[src/shared/cfd_pkg.sv]
package cfd_pkg;

    localparam logic [7:0] FLAGS_ADDR      = 8'hd5;
    localparam int         FAST_IRQ_POS    = 1;
    localparam int         BANK_POS        = 0;
    localparam logic       FAST_IRQ_RESET  = 1'b0;
    localparam logic       BANK_RESET      = 1'b0;
    localparam logic [7:0] OP_SEL_BANK0    = 8'h4f;
    localparam logic [7:0] OP_SEL_BANK1    = 8'h5f;
    localparam logic [7:0] OP_INT_RETURN   = 8'hbf;

    typedef enum logic [3:0] {
        MODE_WREG,
        MODE_WREG_BIT,
        MODE_WPAIR,
        MODE_REG,
        MODE_REG_PAIR,
        MODE_IND_ADDR,
        MODE_INDEXED,
        MODE_IDX_SHORT,
        MODE_IDX_LONG,
        MODE_DIRECT,
        MODE_RELATIVE,
        MODE_IMM,
        MODE_IMM_LONG
    } cfd_mode_t;

    typedef struct packed {
        cfd_mode_t   mode;
        logic [7:0]  byte0;
        logic [7:0]  byte1;
        logic [15:0] base;
        logic [15:0] next_pc;
    } cfd_opnd_req_t;

    typedef struct packed {
        logic [15:0] addr;
        logic [7:0]  reg_addr;
        logic [3:0]  wreg_index;
        logic [2:0]  bit_pos;
        logic [15:0] data;
        logic        is_wreg;
    } cfd_opnd_res_t;

endpackage

[src/logic/cfd_core.sv]
`timescale 1ns/10ps

// Operation
// RULE1: Set fast-irq bit on fast interrupt entry; clear it during interrupt return.
// RULE2: While fast-irq bit set, block all interrupt requests.
// RULE3: Interrupt return with fast-irq bit set performs fast return sequence.
// RULE4: Select-bank-zero instruction clears bank bit to 0.
// RULE5: Select-bank-one instruction sets bank bit to 1.
// RULE6: Working register index is 4 bits, direct or indirect.
// RULE7: Bit operand extracts 3-bit bit position 0 to 7.
// RULE8: Working pair index uses only even indices 0 to 14.
// RULE9: Full register operand carries 8-bit address 0 to 255.
// RULE10: Register pair as full address accepts even addresses 0 to 254.
// RULE11: Indirect call address is 8-bit even, pointing at 16-bit target.
// RULE12: Register-indexed address is 8-bit base plus working register contents.
// RULE13: Short-offset index adds signed 8-bit displacement to pair address.
// RULE14: Long-offset index adds 16-bit displacement to pair address.
// RULE15: Direct mode carries full 16-bit target address.
// RULE16: Relative target is next instruction address plus signed 8-bit offset.
// RULE17: Short immediate supplies 8-bit literal byte.
// RULE18: Long immediate supplies 16-bit literal word.
// RULE19: Both bits reset to 0; fast-irq bit read-only, bank bit writable.
// RULE20: Odd pair addresses are undefined and are not corrected.
module cfd_core (
    input  wire logic                   i_clock,
    input  wire logic                   i_rst_n,
    input  wire logic                   i_op_valid,
    input  wire logic [7:0]             i_opcode,
    input  wire logic                   i_fast_irq_enter,
    input  wire logic                   i_irq_request,
    input  wire logic                   i_reg_wr,
    input  wire logic [7:0]             i_reg_addr,
    input  wire logic [7:0]             i_reg_wdata,
    input  wire cfd_pkg::cfd_opnd_req_t i_opnd,
    output logic                        o_fast_irq_active_bit,
    output logic                        o_bank_bit,
    output logic [1:0]                  o_flags_low,
    output logic                        o_irq_accept,
    output logic                        o_fast_return,
    output logic                        o_normal_return,
    output cfd_pkg::cfd_opnd_res_t      o_opnd
);

    logic                   fast_irq_ff;
    logic                   bank_ff;
    logic                   irq_accept_ff;
    logic                   fast_ret_ff;
    logic                   norm_ret_ff;
    logic [15:0]            addr_ff;
    logic [7:0]             reg_addr_ff;
    logic [3:0]             wreg_index_ff;
    logic [2:0]             bit_pos_ff;
    logic [15:0]            data_ff;
    logic                   is_wreg_ff;
    cfd_pkg::cfd_opnd_res_t nxt_opnd;

    // True when a valid opcode in this cycle equals the given code
    function automatic logic op_match(input logic       valid,
                                      input logic [7:0] opcode,
                                      input logic [7:0] code);
        op_match = valid && (opcode == code);
    endfunction

    function automatic logic [3:0] pair_even(input logic [3:0] idx);
        pair_even = {idx[3:1], 1'b0};                          // [RULE8]
    endfunction

    function automatic logic [15:0] sext8(input logic [7:0] v);
        sext8 = {{8{v[7]}}, v};
    endfunction

    function automatic logic [15:0] join_bytes(input logic [7:0] hi,
                                               input logic [7:0] lo);
        join_bytes = {hi, lo};
    endfunction

    wire is_bank0_op = op_match(i_op_valid, i_opcode, cfd_pkg::OP_SEL_BANK0);
    wire is_bank1_op = op_match(i_op_valid, i_opcode, cfd_pkg::OP_SEL_BANK1);
    wire is_int_ret  = op_match(i_op_valid, i_opcode, cfd_pkg::OP_INT_RETURN);
    wire flags_wr    = i_reg_wr && (i_reg_addr == cfd_pkg::FLAGS_ADDR);
    wire wr_bank_val = i_reg_wdata[cfd_pkg::BANK_POS];

    // Entry wins over a return in the same cycle
    wire nxt_fast_irq = i_fast_irq_enter ? 1'b1 :              // [RULE1]
                        (is_int_ret ? 1'b0 : fast_irq_ff);     // [RULE1]
    // Bank instructions win over a register write in the same cycle
    wire nxt_bank     = is_bank0_op ? 1'b0 :                   // [RULE4]
                        is_bank1_op ? 1'b1 :                   // [RULE5]
                        flags_wr ? wr_bank_val : bank_ff;      // [RULE19]

    wire nxt_irq_accept = i_irq_request && !fast_irq_ff;       // [RULE2]
    wire nxt_fast_ret   = is_int_ret && fast_irq_ff;           // [RULE3]
    wire nxt_norm_ret   = is_int_ret && !fast_irq_ff;          // [RULE3]

    wire [3:0]  w_idx  = i_opnd.byte0[3:0];                    // [RULE6]
    wire [2:0]  w_bit  = i_opnd.byte0[6:4];                    // [RULE7]
    wire [3:0]  w_pair = pair_even(w_idx);                     // [RULE8]
    wire [15:0] word16 = join_bytes(i_opnd.byte1, i_opnd.byte0);
    wire [15:0] byte0w = join_bytes(8'h00, i_opnd.byte0);
    wire [15:0] idx_x  = join_bytes(8'h00, i_opnd.byte1) + i_opnd.base; // [RULE12]
    wire [15:0] idx_xs = i_opnd.base + sext8(i_opnd.byte1);    // [RULE13]
    wire [15:0] idx_xl = i_opnd.base + word16;                 // [RULE14]
    wire [15:0] rel    = i_opnd.next_pc + sext8(i_opnd.byte0); // [RULE16]

    // Every field is set in every mode so unused fields read as zero
    always_comb begin
        nxt_opnd = '0;
        unique case (i_opnd.mode)
            cfd_pkg::MODE_WREG: begin
                nxt_opnd.addr       = 16'h0000;
                nxt_opnd.reg_addr   = 8'h00;
                nxt_opnd.wreg_index = w_idx;                   // [RULE6]
                nxt_opnd.bit_pos    = 3'h0;
                nxt_opnd.data       = 16'h0000;
                nxt_opnd.is_wreg    = 1'b1;
            end

            cfd_pkg::MODE_WREG_BIT: begin
                nxt_opnd.addr       = 16'h0000;
                nxt_opnd.reg_addr   = 8'h00;
                nxt_opnd.wreg_index = w_idx;
                nxt_opnd.bit_pos    = w_bit;                   // [RULE7]
                nxt_opnd.data       = 16'h0000;
                nxt_opnd.is_wreg    = 1'b1;
            end

            cfd_pkg::MODE_WPAIR: begin
                nxt_opnd.addr       = 16'h0000;
                nxt_opnd.reg_addr   = 8'h00;
                nxt_opnd.wreg_index = w_pair;                  // [RULE8]
                nxt_opnd.bit_pos    = 3'h0;
                nxt_opnd.data       = 16'h0000;
                nxt_opnd.is_wreg    = 1'b1;
            end

            cfd_pkg::MODE_REG: begin
                nxt_opnd.addr       = 16'h0000;
                nxt_opnd.reg_addr   = i_opnd.byte0;            // [RULE9]
                nxt_opnd.wreg_index = 4'h0;
                nxt_opnd.bit_pos    = 3'h0;
                nxt_opnd.data       = 16'h0000;
                nxt_opnd.is_wreg    = 1'b0;
            end

            // Odd pair addresses pass through uncorrected
            cfd_pkg::MODE_REG_PAIR: begin
                nxt_opnd.addr       = 16'h0000;
                nxt_opnd.reg_addr   = i_opnd.byte0;            // [RULE10] [RULE20]
                nxt_opnd.wreg_index = 4'h0;
                nxt_opnd.bit_pos    = 3'h0;
                nxt_opnd.data       = 16'h0000;
                nxt_opnd.is_wreg    = 1'b0;
            end

            cfd_pkg::MODE_IND_ADDR: begin
                nxt_opnd.addr       = 16'h0000;
                nxt_opnd.reg_addr   = i_opnd.byte0;            // [RULE11]
                nxt_opnd.wreg_index = 4'h0;
                nxt_opnd.bit_pos    = 3'h0;
                nxt_opnd.data       = 16'h0000;
                nxt_opnd.is_wreg    = 1'b0;
            end

            cfd_pkg::MODE_INDEXED: begin
                nxt_opnd.addr       = idx_x;
                nxt_opnd.reg_addr   = idx_x[7:0];              // [RULE12]
                nxt_opnd.wreg_index = w_idx;
                nxt_opnd.bit_pos    = 3'h0;
                nxt_opnd.data       = 16'h0000;
                nxt_opnd.is_wreg    = 1'b0;
            end

            cfd_pkg::MODE_IDX_SHORT: begin
                nxt_opnd.addr       = idx_xs;                  // [RULE13]
                nxt_opnd.reg_addr   = 8'h00;
                nxt_opnd.wreg_index = w_pair;
                nxt_opnd.bit_pos    = 3'h0;
                nxt_opnd.data       = 16'h0000;
                nxt_opnd.is_wreg    = 1'b0;
            end

            cfd_pkg::MODE_IDX_LONG: begin
                nxt_opnd.addr       = idx_xl;                  // [RULE14]
                nxt_opnd.reg_addr   = 8'h00;
                nxt_opnd.wreg_index = w_pair;
                nxt_opnd.bit_pos    = 3'h0;
                nxt_opnd.data       = 16'h0000;
                nxt_opnd.is_wreg    = 1'b0;
            end

            cfd_pkg::MODE_DIRECT: begin
                nxt_opnd.addr       = word16;                  // [RULE15]
                nxt_opnd.reg_addr   = 8'h00;
                nxt_opnd.wreg_index = 4'h0;
                nxt_opnd.bit_pos    = 3'h0;
                nxt_opnd.data       = 16'h0000;
                nxt_opnd.is_wreg    = 1'b0;
            end

            cfd_pkg::MODE_RELATIVE: begin
                nxt_opnd.addr       = rel;                     // [RULE16]
                nxt_opnd.reg_addr   = 8'h00;
                nxt_opnd.wreg_index = 4'h0;
                nxt_opnd.bit_pos    = 3'h0;
                nxt_opnd.data       = 16'h0000;
                nxt_opnd.is_wreg    = 1'b0;
            end

            cfd_pkg::MODE_IMM: begin
                nxt_opnd.addr       = 16'h0000;
                nxt_opnd.reg_addr   = 8'h00;
                nxt_opnd.wreg_index = 4'h0;
                nxt_opnd.bit_pos    = 3'h0;
                nxt_opnd.data       = byte0w;                  // [RULE17]
                nxt_opnd.is_wreg    = 1'b0;
            end

            cfd_pkg::MODE_IMM_LONG: begin
                nxt_opnd.addr       = 16'h0000;
                nxt_opnd.reg_addr   = 8'h00;
                nxt_opnd.wreg_index = 4'h0;
                nxt_opnd.bit_pos    = 3'h0;
                nxt_opnd.data       = word16;                  // [RULE18]
                nxt_opnd.is_wreg    = 1'b0;
            end

            default: begin
                nxt_opnd = '0;
            end
        endcase
    end

    // One short register per status bit, pulse and operand field
    always_ff @(posedge i_clock) begin
        if (!i_rst_n) begin
            fast_irq_ff <= cfd_pkg::FAST_IRQ_RESET;            // [RULE19]
        end else begin
            fast_irq_ff <= nxt_fast_irq;
        end
    end

    always_ff @(posedge i_clock) begin
        if (!i_rst_n) begin
            bank_ff <= cfd_pkg::BANK_RESET;                    // [RULE19]
        end else begin
            bank_ff <= nxt_bank;
        end
    end

    always_ff @(posedge i_clock) begin
        if (!i_rst_n) begin
            irq_accept_ff <= 1'b0;
        end else begin
            irq_accept_ff <= nxt_irq_accept;
        end
    end

    always_ff @(posedge i_clock) begin
        if (!i_rst_n) begin
            fast_ret_ff <= 1'b0;
        end else begin
            fast_ret_ff <= nxt_fast_ret;
        end
    end

    always_ff @(posedge i_clock) begin
        if (!i_rst_n) begin
            norm_ret_ff <= 1'b0;
        end else begin
            norm_ret_ff <= nxt_norm_ret;
        end
    end

    always_ff @(posedge i_clock) begin
        if (!i_rst_n) begin
            addr_ff <= 16'h0000;
        end else begin
            addr_ff <= nxt_opnd.addr;
        end
    end

    always_ff @(posedge i_clock) begin
        if (!i_rst_n) begin
            reg_addr_ff <= 8'h00;
        end else begin
            reg_addr_ff <= nxt_opnd.reg_addr;
        end
    end

    always_ff @(posedge i_clock) begin
        if (!i_rst_n) begin
            wreg_index_ff <= 4'h0;
        end else begin
            wreg_index_ff <= nxt_opnd.wreg_index;
        end
    end

    always_ff @(posedge i_clock) begin
        if (!i_rst_n) begin
            bit_pos_ff <= 3'h0;
        end else begin
            bit_pos_ff <= nxt_opnd.bit_pos;
        end
    end

    always_ff @(posedge i_clock) begin
        if (!i_rst_n) begin
            data_ff <= 16'h0000;
        end else begin
            data_ff <= nxt_opnd.data;
        end
    end

    always_ff @(posedge i_clock) begin
        if (!i_rst_n) begin
            is_wreg_ff <= 1'b0;
        end else begin
            is_wreg_ff <= nxt_opnd.is_wreg;
        end
    end

    assign o_fast_irq_active_bit = fast_irq_ff;
    assign o_bank_bit            = bank_ff;
    assign o_flags_low           = {fast_irq_ff, bank_ff};
    assign o_irq_accept          = irq_accept_ff;
    assign o_fast_return         = fast_ret_ff;
    assign o_normal_return       = norm_ret_ff;
    assign o_opnd.addr           = addr_ff;
    assign o_opnd.reg_addr       = reg_addr_ff;
    assign o_opnd.wreg_index     = wreg_index_ff;
    assign o_opnd.bit_pos        = bit_pos_ff;
    assign o_opnd.data           = data_ff;
    assign o_opnd.is_wreg        = is_wreg_ff;

endmodule

[config.mk]
export PLATFORM = sky130hd
export DESIGN_NAME = cfd_core
export DESIGN_NICKNAME = d
export VERILOG_FILES = /design/src/shared/cfd_pkg.sv /design/src/logic/cfd_core.sv
export SDC_FILE = /design/constraint.sdc
export NUM_CORES = 1
export LEC_CHECK = 0
export ABC_AREA = 1
export BUFFER_PORTS_ARGS = -buffer_cell sky130_fd_sc_hd__buf_4
export CELL_PAD_IN_SITES_DETAIL_PLACEMENT = 0
export CELL_PAD_IN_SITES_GLOBAL_PLACEMENT = 2
export CORE_ASPECT_RATIO = 1.2
export CORE_UTILIZATION = 27
export CTS_BUF_LIST = sky130_fd_sc_hd__clkbuf_8
export CTS_CLUSTER_DIAMETER = 60
export CTS_CLUSTER_SIZE = 20
export DETAILED_ROUTE_END_ITERATION = 10
export GPL_ROUTABILITY_DRIVEN = 1
export PLACE_DENSITY = 0.82
export SLEW_MARGIN = 20
export SYNTH_ARGS = -nofsm -noshare
export SYNTH_HDL_FRONTEND = slang
export SYNTH_SLANG_ARGS = --single-unit
[constraint.sdc]
create_clock -name i_clock -period 2.6 [get_ports i_clock]
set_input_delay 0.26 -clock i_clock [delete_from_list [all_inputs] [get_ports i_clock]]
set_output_delay 0.26 -clock i_clock [all_outputs]
set_load 0.05 [all_outputs]
==> run_results.csv <==
group,metric,value,unit
floorplan,die_w,123,um
synth,synth-seq-cells,53,
routing,drtPass1Iterations,5,
floorplan,rows,52,
clock_tree,cts_hold_buf,0,
synth,synth.avg_cell_area,5.76,um2
clock_tree,cts_root_buf,"clkbuf_8",
worst_setup_path,crit_path_end_kind,"register",
clock_tree,cts.sinks,53,
power,p_per_area,392,nW/um2
power,peakVddDrop,0.199,mV
synth,synth_compound_area_frac,0.0790,
timing,setup_viol,0,
synth,syn_nets,953,
run_status,status,"finished, final reports clean",
global_routing,grt.overflow.total,0,
routing,vias_per_cell,4.43,
placed_design,gp_congestion,0.791,
timing,maxSlewViolCount,0,
routing,drt_wl_total,16.9,mm
routing,vias,5206,
synth,synthAdderAreaFrac,0.120,
min_path,hold_path_class,"in -> reg",
timing,tightest_slew,761,ps
worst_setup_path,rr_worst_depth,2,
clock_tree,postCtsSetupBuffers,0,
clock_tree,cts_tree,"yes",
clock_tree,clk_latency,310,ps
worst_setup_path,r2r-end,"o_fast_return",
clock_tree,cts_made_buffers,5,
worst_setup_path,worstSetupPathType,"in -> reg",
synth,synthArstFlopShare,0,
worst_setup_path,endpoint,"addr_ff[6]",
power,pwr-share-seq,0.354,
timing,fin_setup_tns,0,ps
floorplan,initial_core_util,0.280,
clock_tree,cts_resized,0,
finish,synthToLayoutAreaGrowth,28.1,%
timing,max_freq,459,MHz
synth,yosys-mux-area-fraction,0,
synth,synth_top_family_by_area,"simple AND/OR/NAND/NOR gates",
synth,yosysSeqAreaShare,0.223,
power,internal_power,1470,uW
power,pwr-share-comb,0.399,
clock_tree,cts.clk_slew.worst_paths,100,ps
timing,hold_viol,0,
floorplan,num_io_pins,137,
clock_tree,htree_levels,2,
power,p_clk_frac,0.246,
worst_setup_path,path_max_fanout,19,
worst_setup_path,worstPathRequired,2800,ps
global_routing,grt_max_degree,22,
worst_setup_path,worst_r2r_startpoint,"o_fast_irq_active_bit",
synth,synth-simple-area-share,0.440,
synth,synthXorXnorAreaFrac,0.00368,
clock_tree,clk_path_buf_depth,2,
floorplan,die_h,148,um
routing,drtIter0Drc,340,
timing,period_share,0.838,
synth,netlist_area,4760,um2
routing,ant_nets,0,
placed_design,portBuffers,129,
timing,period_needed,2180,ps
power,power.switching,920,uW
floorplan,die_area,18200,um2
routing,drc,0,
worst_setup_path,r2r_slack,1890,ps
timing,clock_skew,0.351,ps
finish,multi_input_area,3060,um2
routing,wire_per_inst,14.4,um
placed_design,dp_hpwl,14.4,mm
global_routing,track_usage,0.190,
global_routing,grt_antenna_before_repair,0,
synth,yosys_most_used_dff,"dfxtp_1",
floorplan,coreArea,17000,um2
finish,drive_above_1_share,0.167,
power,p_leak,0.00347,uW
timing,holdWs,149,ps
timing,relSlewSlack,0.491,
timing,grt_setup_unrepaired,"false",
finish,seq_area,1060,um2
finish,diodes,0,
synth,yosysUniqueCellTypes,34,
global_routing,grt_pass1_vias,4901,
power,switching_share,0.385,
synth,syn_inst,827,
finish,layout.nets,1083,
synth,yosysWarnings,0,
flow_run,cap_violations,0,
global_routing,grt_pass1_wl,26.2,mm
worst_setup_path,worstSetupStartpointType,"primary input",
worst_setup_path,worstSetupStartpoint,"i_opnd[50]",
finish,nFillCells,1966,
synth,synth_edf_count,0,
worst_setup_path,cp.arrival,2380,ps
-- worst min-delay path by stage --
| stage | startpoint | to | slack (ps) | cells after the start |
|---|---|---|---|---|
| global route | i_irq_request | o_irq_accept | 150 | 3 |
| CTS | i_fast_irq_enter | o_fast_irq_active_bit | 130 | 3 |
| global placement | i_fast_irq_enter | o_fast_irq_active_bit | 470 | 3 |
| detailed placement | i_fast_irq_enter | o_fast_irq_active_bit | 470 | 3 |
| floorplan | i_fast_irq_enter | o_fast_irq_active_bit | 380 | 2 |
| finish | i_fast_irq_enter | o_fast_irq_active_bit | 150 | 3 |
-- final cells by class --
class	count	area share
clock inverters	3	0.00718
well taps	216	0.0443
inverters	150	0.0923
flip-flops and latches	53	0.174
clock buffers	5	0.0113
repair buffers	136	0.169
multi-input cells	611	0.502
-- cell usage after synthesis (2+ instances only) --
| library cell | instances | share of area |
|---|---|---|
| nand2_1 | 281 | 0.22 |
| inv_1 | 148 | 0.12 |
| nor2_1 | 89 | 0.070 |
| nand3_1 | 70 | 0.074 |
| dfxtp_1 | 53 | 0.22 |
| ha_1 | 41 | 0.11 |
| a21oi_1 | 31 | 0.033 |
| o21ai_0 | 25 | 0.026 |
| nor3_1 | 17 | 0.018 |
| nand3b_1 | 11 | 0.017 |
| nand4_1 | 8 | 0.011 |
| or2_2 | 6 | 0.0079 |
| buf_4 | 5 | 0.0079 |
| clkbuf_1 | 4 | 0.0032 |
| o22ai_1 | 4 | 0.0053 |
| buf_2 | 3 | 0.0032 |
| fa_1 | 3 | 0.013 |
| nor2_2 | 3 | 0.0039 |
| o21ai_1 | 3 | 0.0032 |
| or2_0 | 3 | 0.0039 |
| and2_1 | 2 | 0.0026 |
| inv_2 | 2 | 0.0016 |
| nand2_2 | 2 | 0.0026 |
| nor3b_1 | 2 | 0.0032 |
| xor2_1 | 2 | 0.0037 |
-- registers in the layout, summed over array words and instances, names as in the netlist --
| name | cells |
|---|---|
| wreg_index_ff | 4 |
| is_wreg_ff | 1 |
| o_normal_return | 1 |
| o_fast_irq_active_bit | 1 |
| bit_pos_ff | 3 |
| o_irq_accept | 1 |
| data_ff | 16 |
| o_bank_bit | 1 |
| o_fast_return | 1 |
| addr_ff | 16 |
| reg_addr_ff | 8 |
-- metal layers --
layer,GRT usage,share of wire
met5,0,0
met4,0.0289,0.0064
met3,0.0116,0.026
met2,0.333,0.50
met1,0.257,0.47
-- stage by stage --
step | setup slack, ps | utilization | power (uW) | cells | instance area, um2
6_report | 420 | 0.358 | 2390 | 1174 | 6100
5_1_grt | 84.5 | 0.358 | 2570 | 1174 | 6100
4_1_cts | 390 | 0.358 | 2420 | 1174 | 6100
3_5_place_dp | 70.2 | 0.351 | 1830 | 1166 | 5990
3_3_place_gp | 81.7 | 0.351 | 1830 | 1166 | 5990
2_1_floorplan | 261 | - | 1490 | 827 | 4760
-- kinds of logic after synthesis --
kind of cell / after synthesis
xor gates and xnor gates: 2
DFF: 53
AOI/OAI and AO/OA: 68
buffers and inverters: 163
and+or+nand+nor: 497
adders and majority gates: 44
-- cell usage in the layout (no fill, tap or decap), types with 2 or more instances in the layout --
cell type / instances
nor2_1: 89
nand4_1: 8
ha_1: 41
nor3b_1: 2
dfxtp_1: 53
nand2_1: 281
nand2_2: 2
xor2_1: 2
nor2_2: 3
o21ai_0: 25
or2_0: 3
nand3b_1: 11
a21oi_1: 31
fa_1: 3
clkbuf_8: 5
buf_4: 135
and2_1: 2
inv_2: 2
or2_2: 6
nor3_1: 17
inv_1: 148
o21ai_1: 3
o22ai_1: 4
nand3_1: 70
-- power by group through the flow --
stage | logic, uW | clock network [uW] | registers, uW
3_5_place_dp | 963 | 0 | 866
5_1_grt | 1090 | 638 | 851
4_1_cts | 967 | 606 | 848
3_3_place_gp | 961 | 0 | 866
6_report | 956 | 589 | 847
2_1_floorplan | 533 | 0 | 960
-- worst max-delay path: stages --
cell,delay [ps]
buf_4,130
nor2_2,130
nand2_2,130
buf_12,180
o21ai_0,250
ha_1,310
nand2_1,110
inv_1,50
nand2_1,50
nand3_1,160
or2_2,310
nand3_1,70
nand2_1,50
nor3_1,120
nor2_1,50
(Power assumes the default switching activity.)
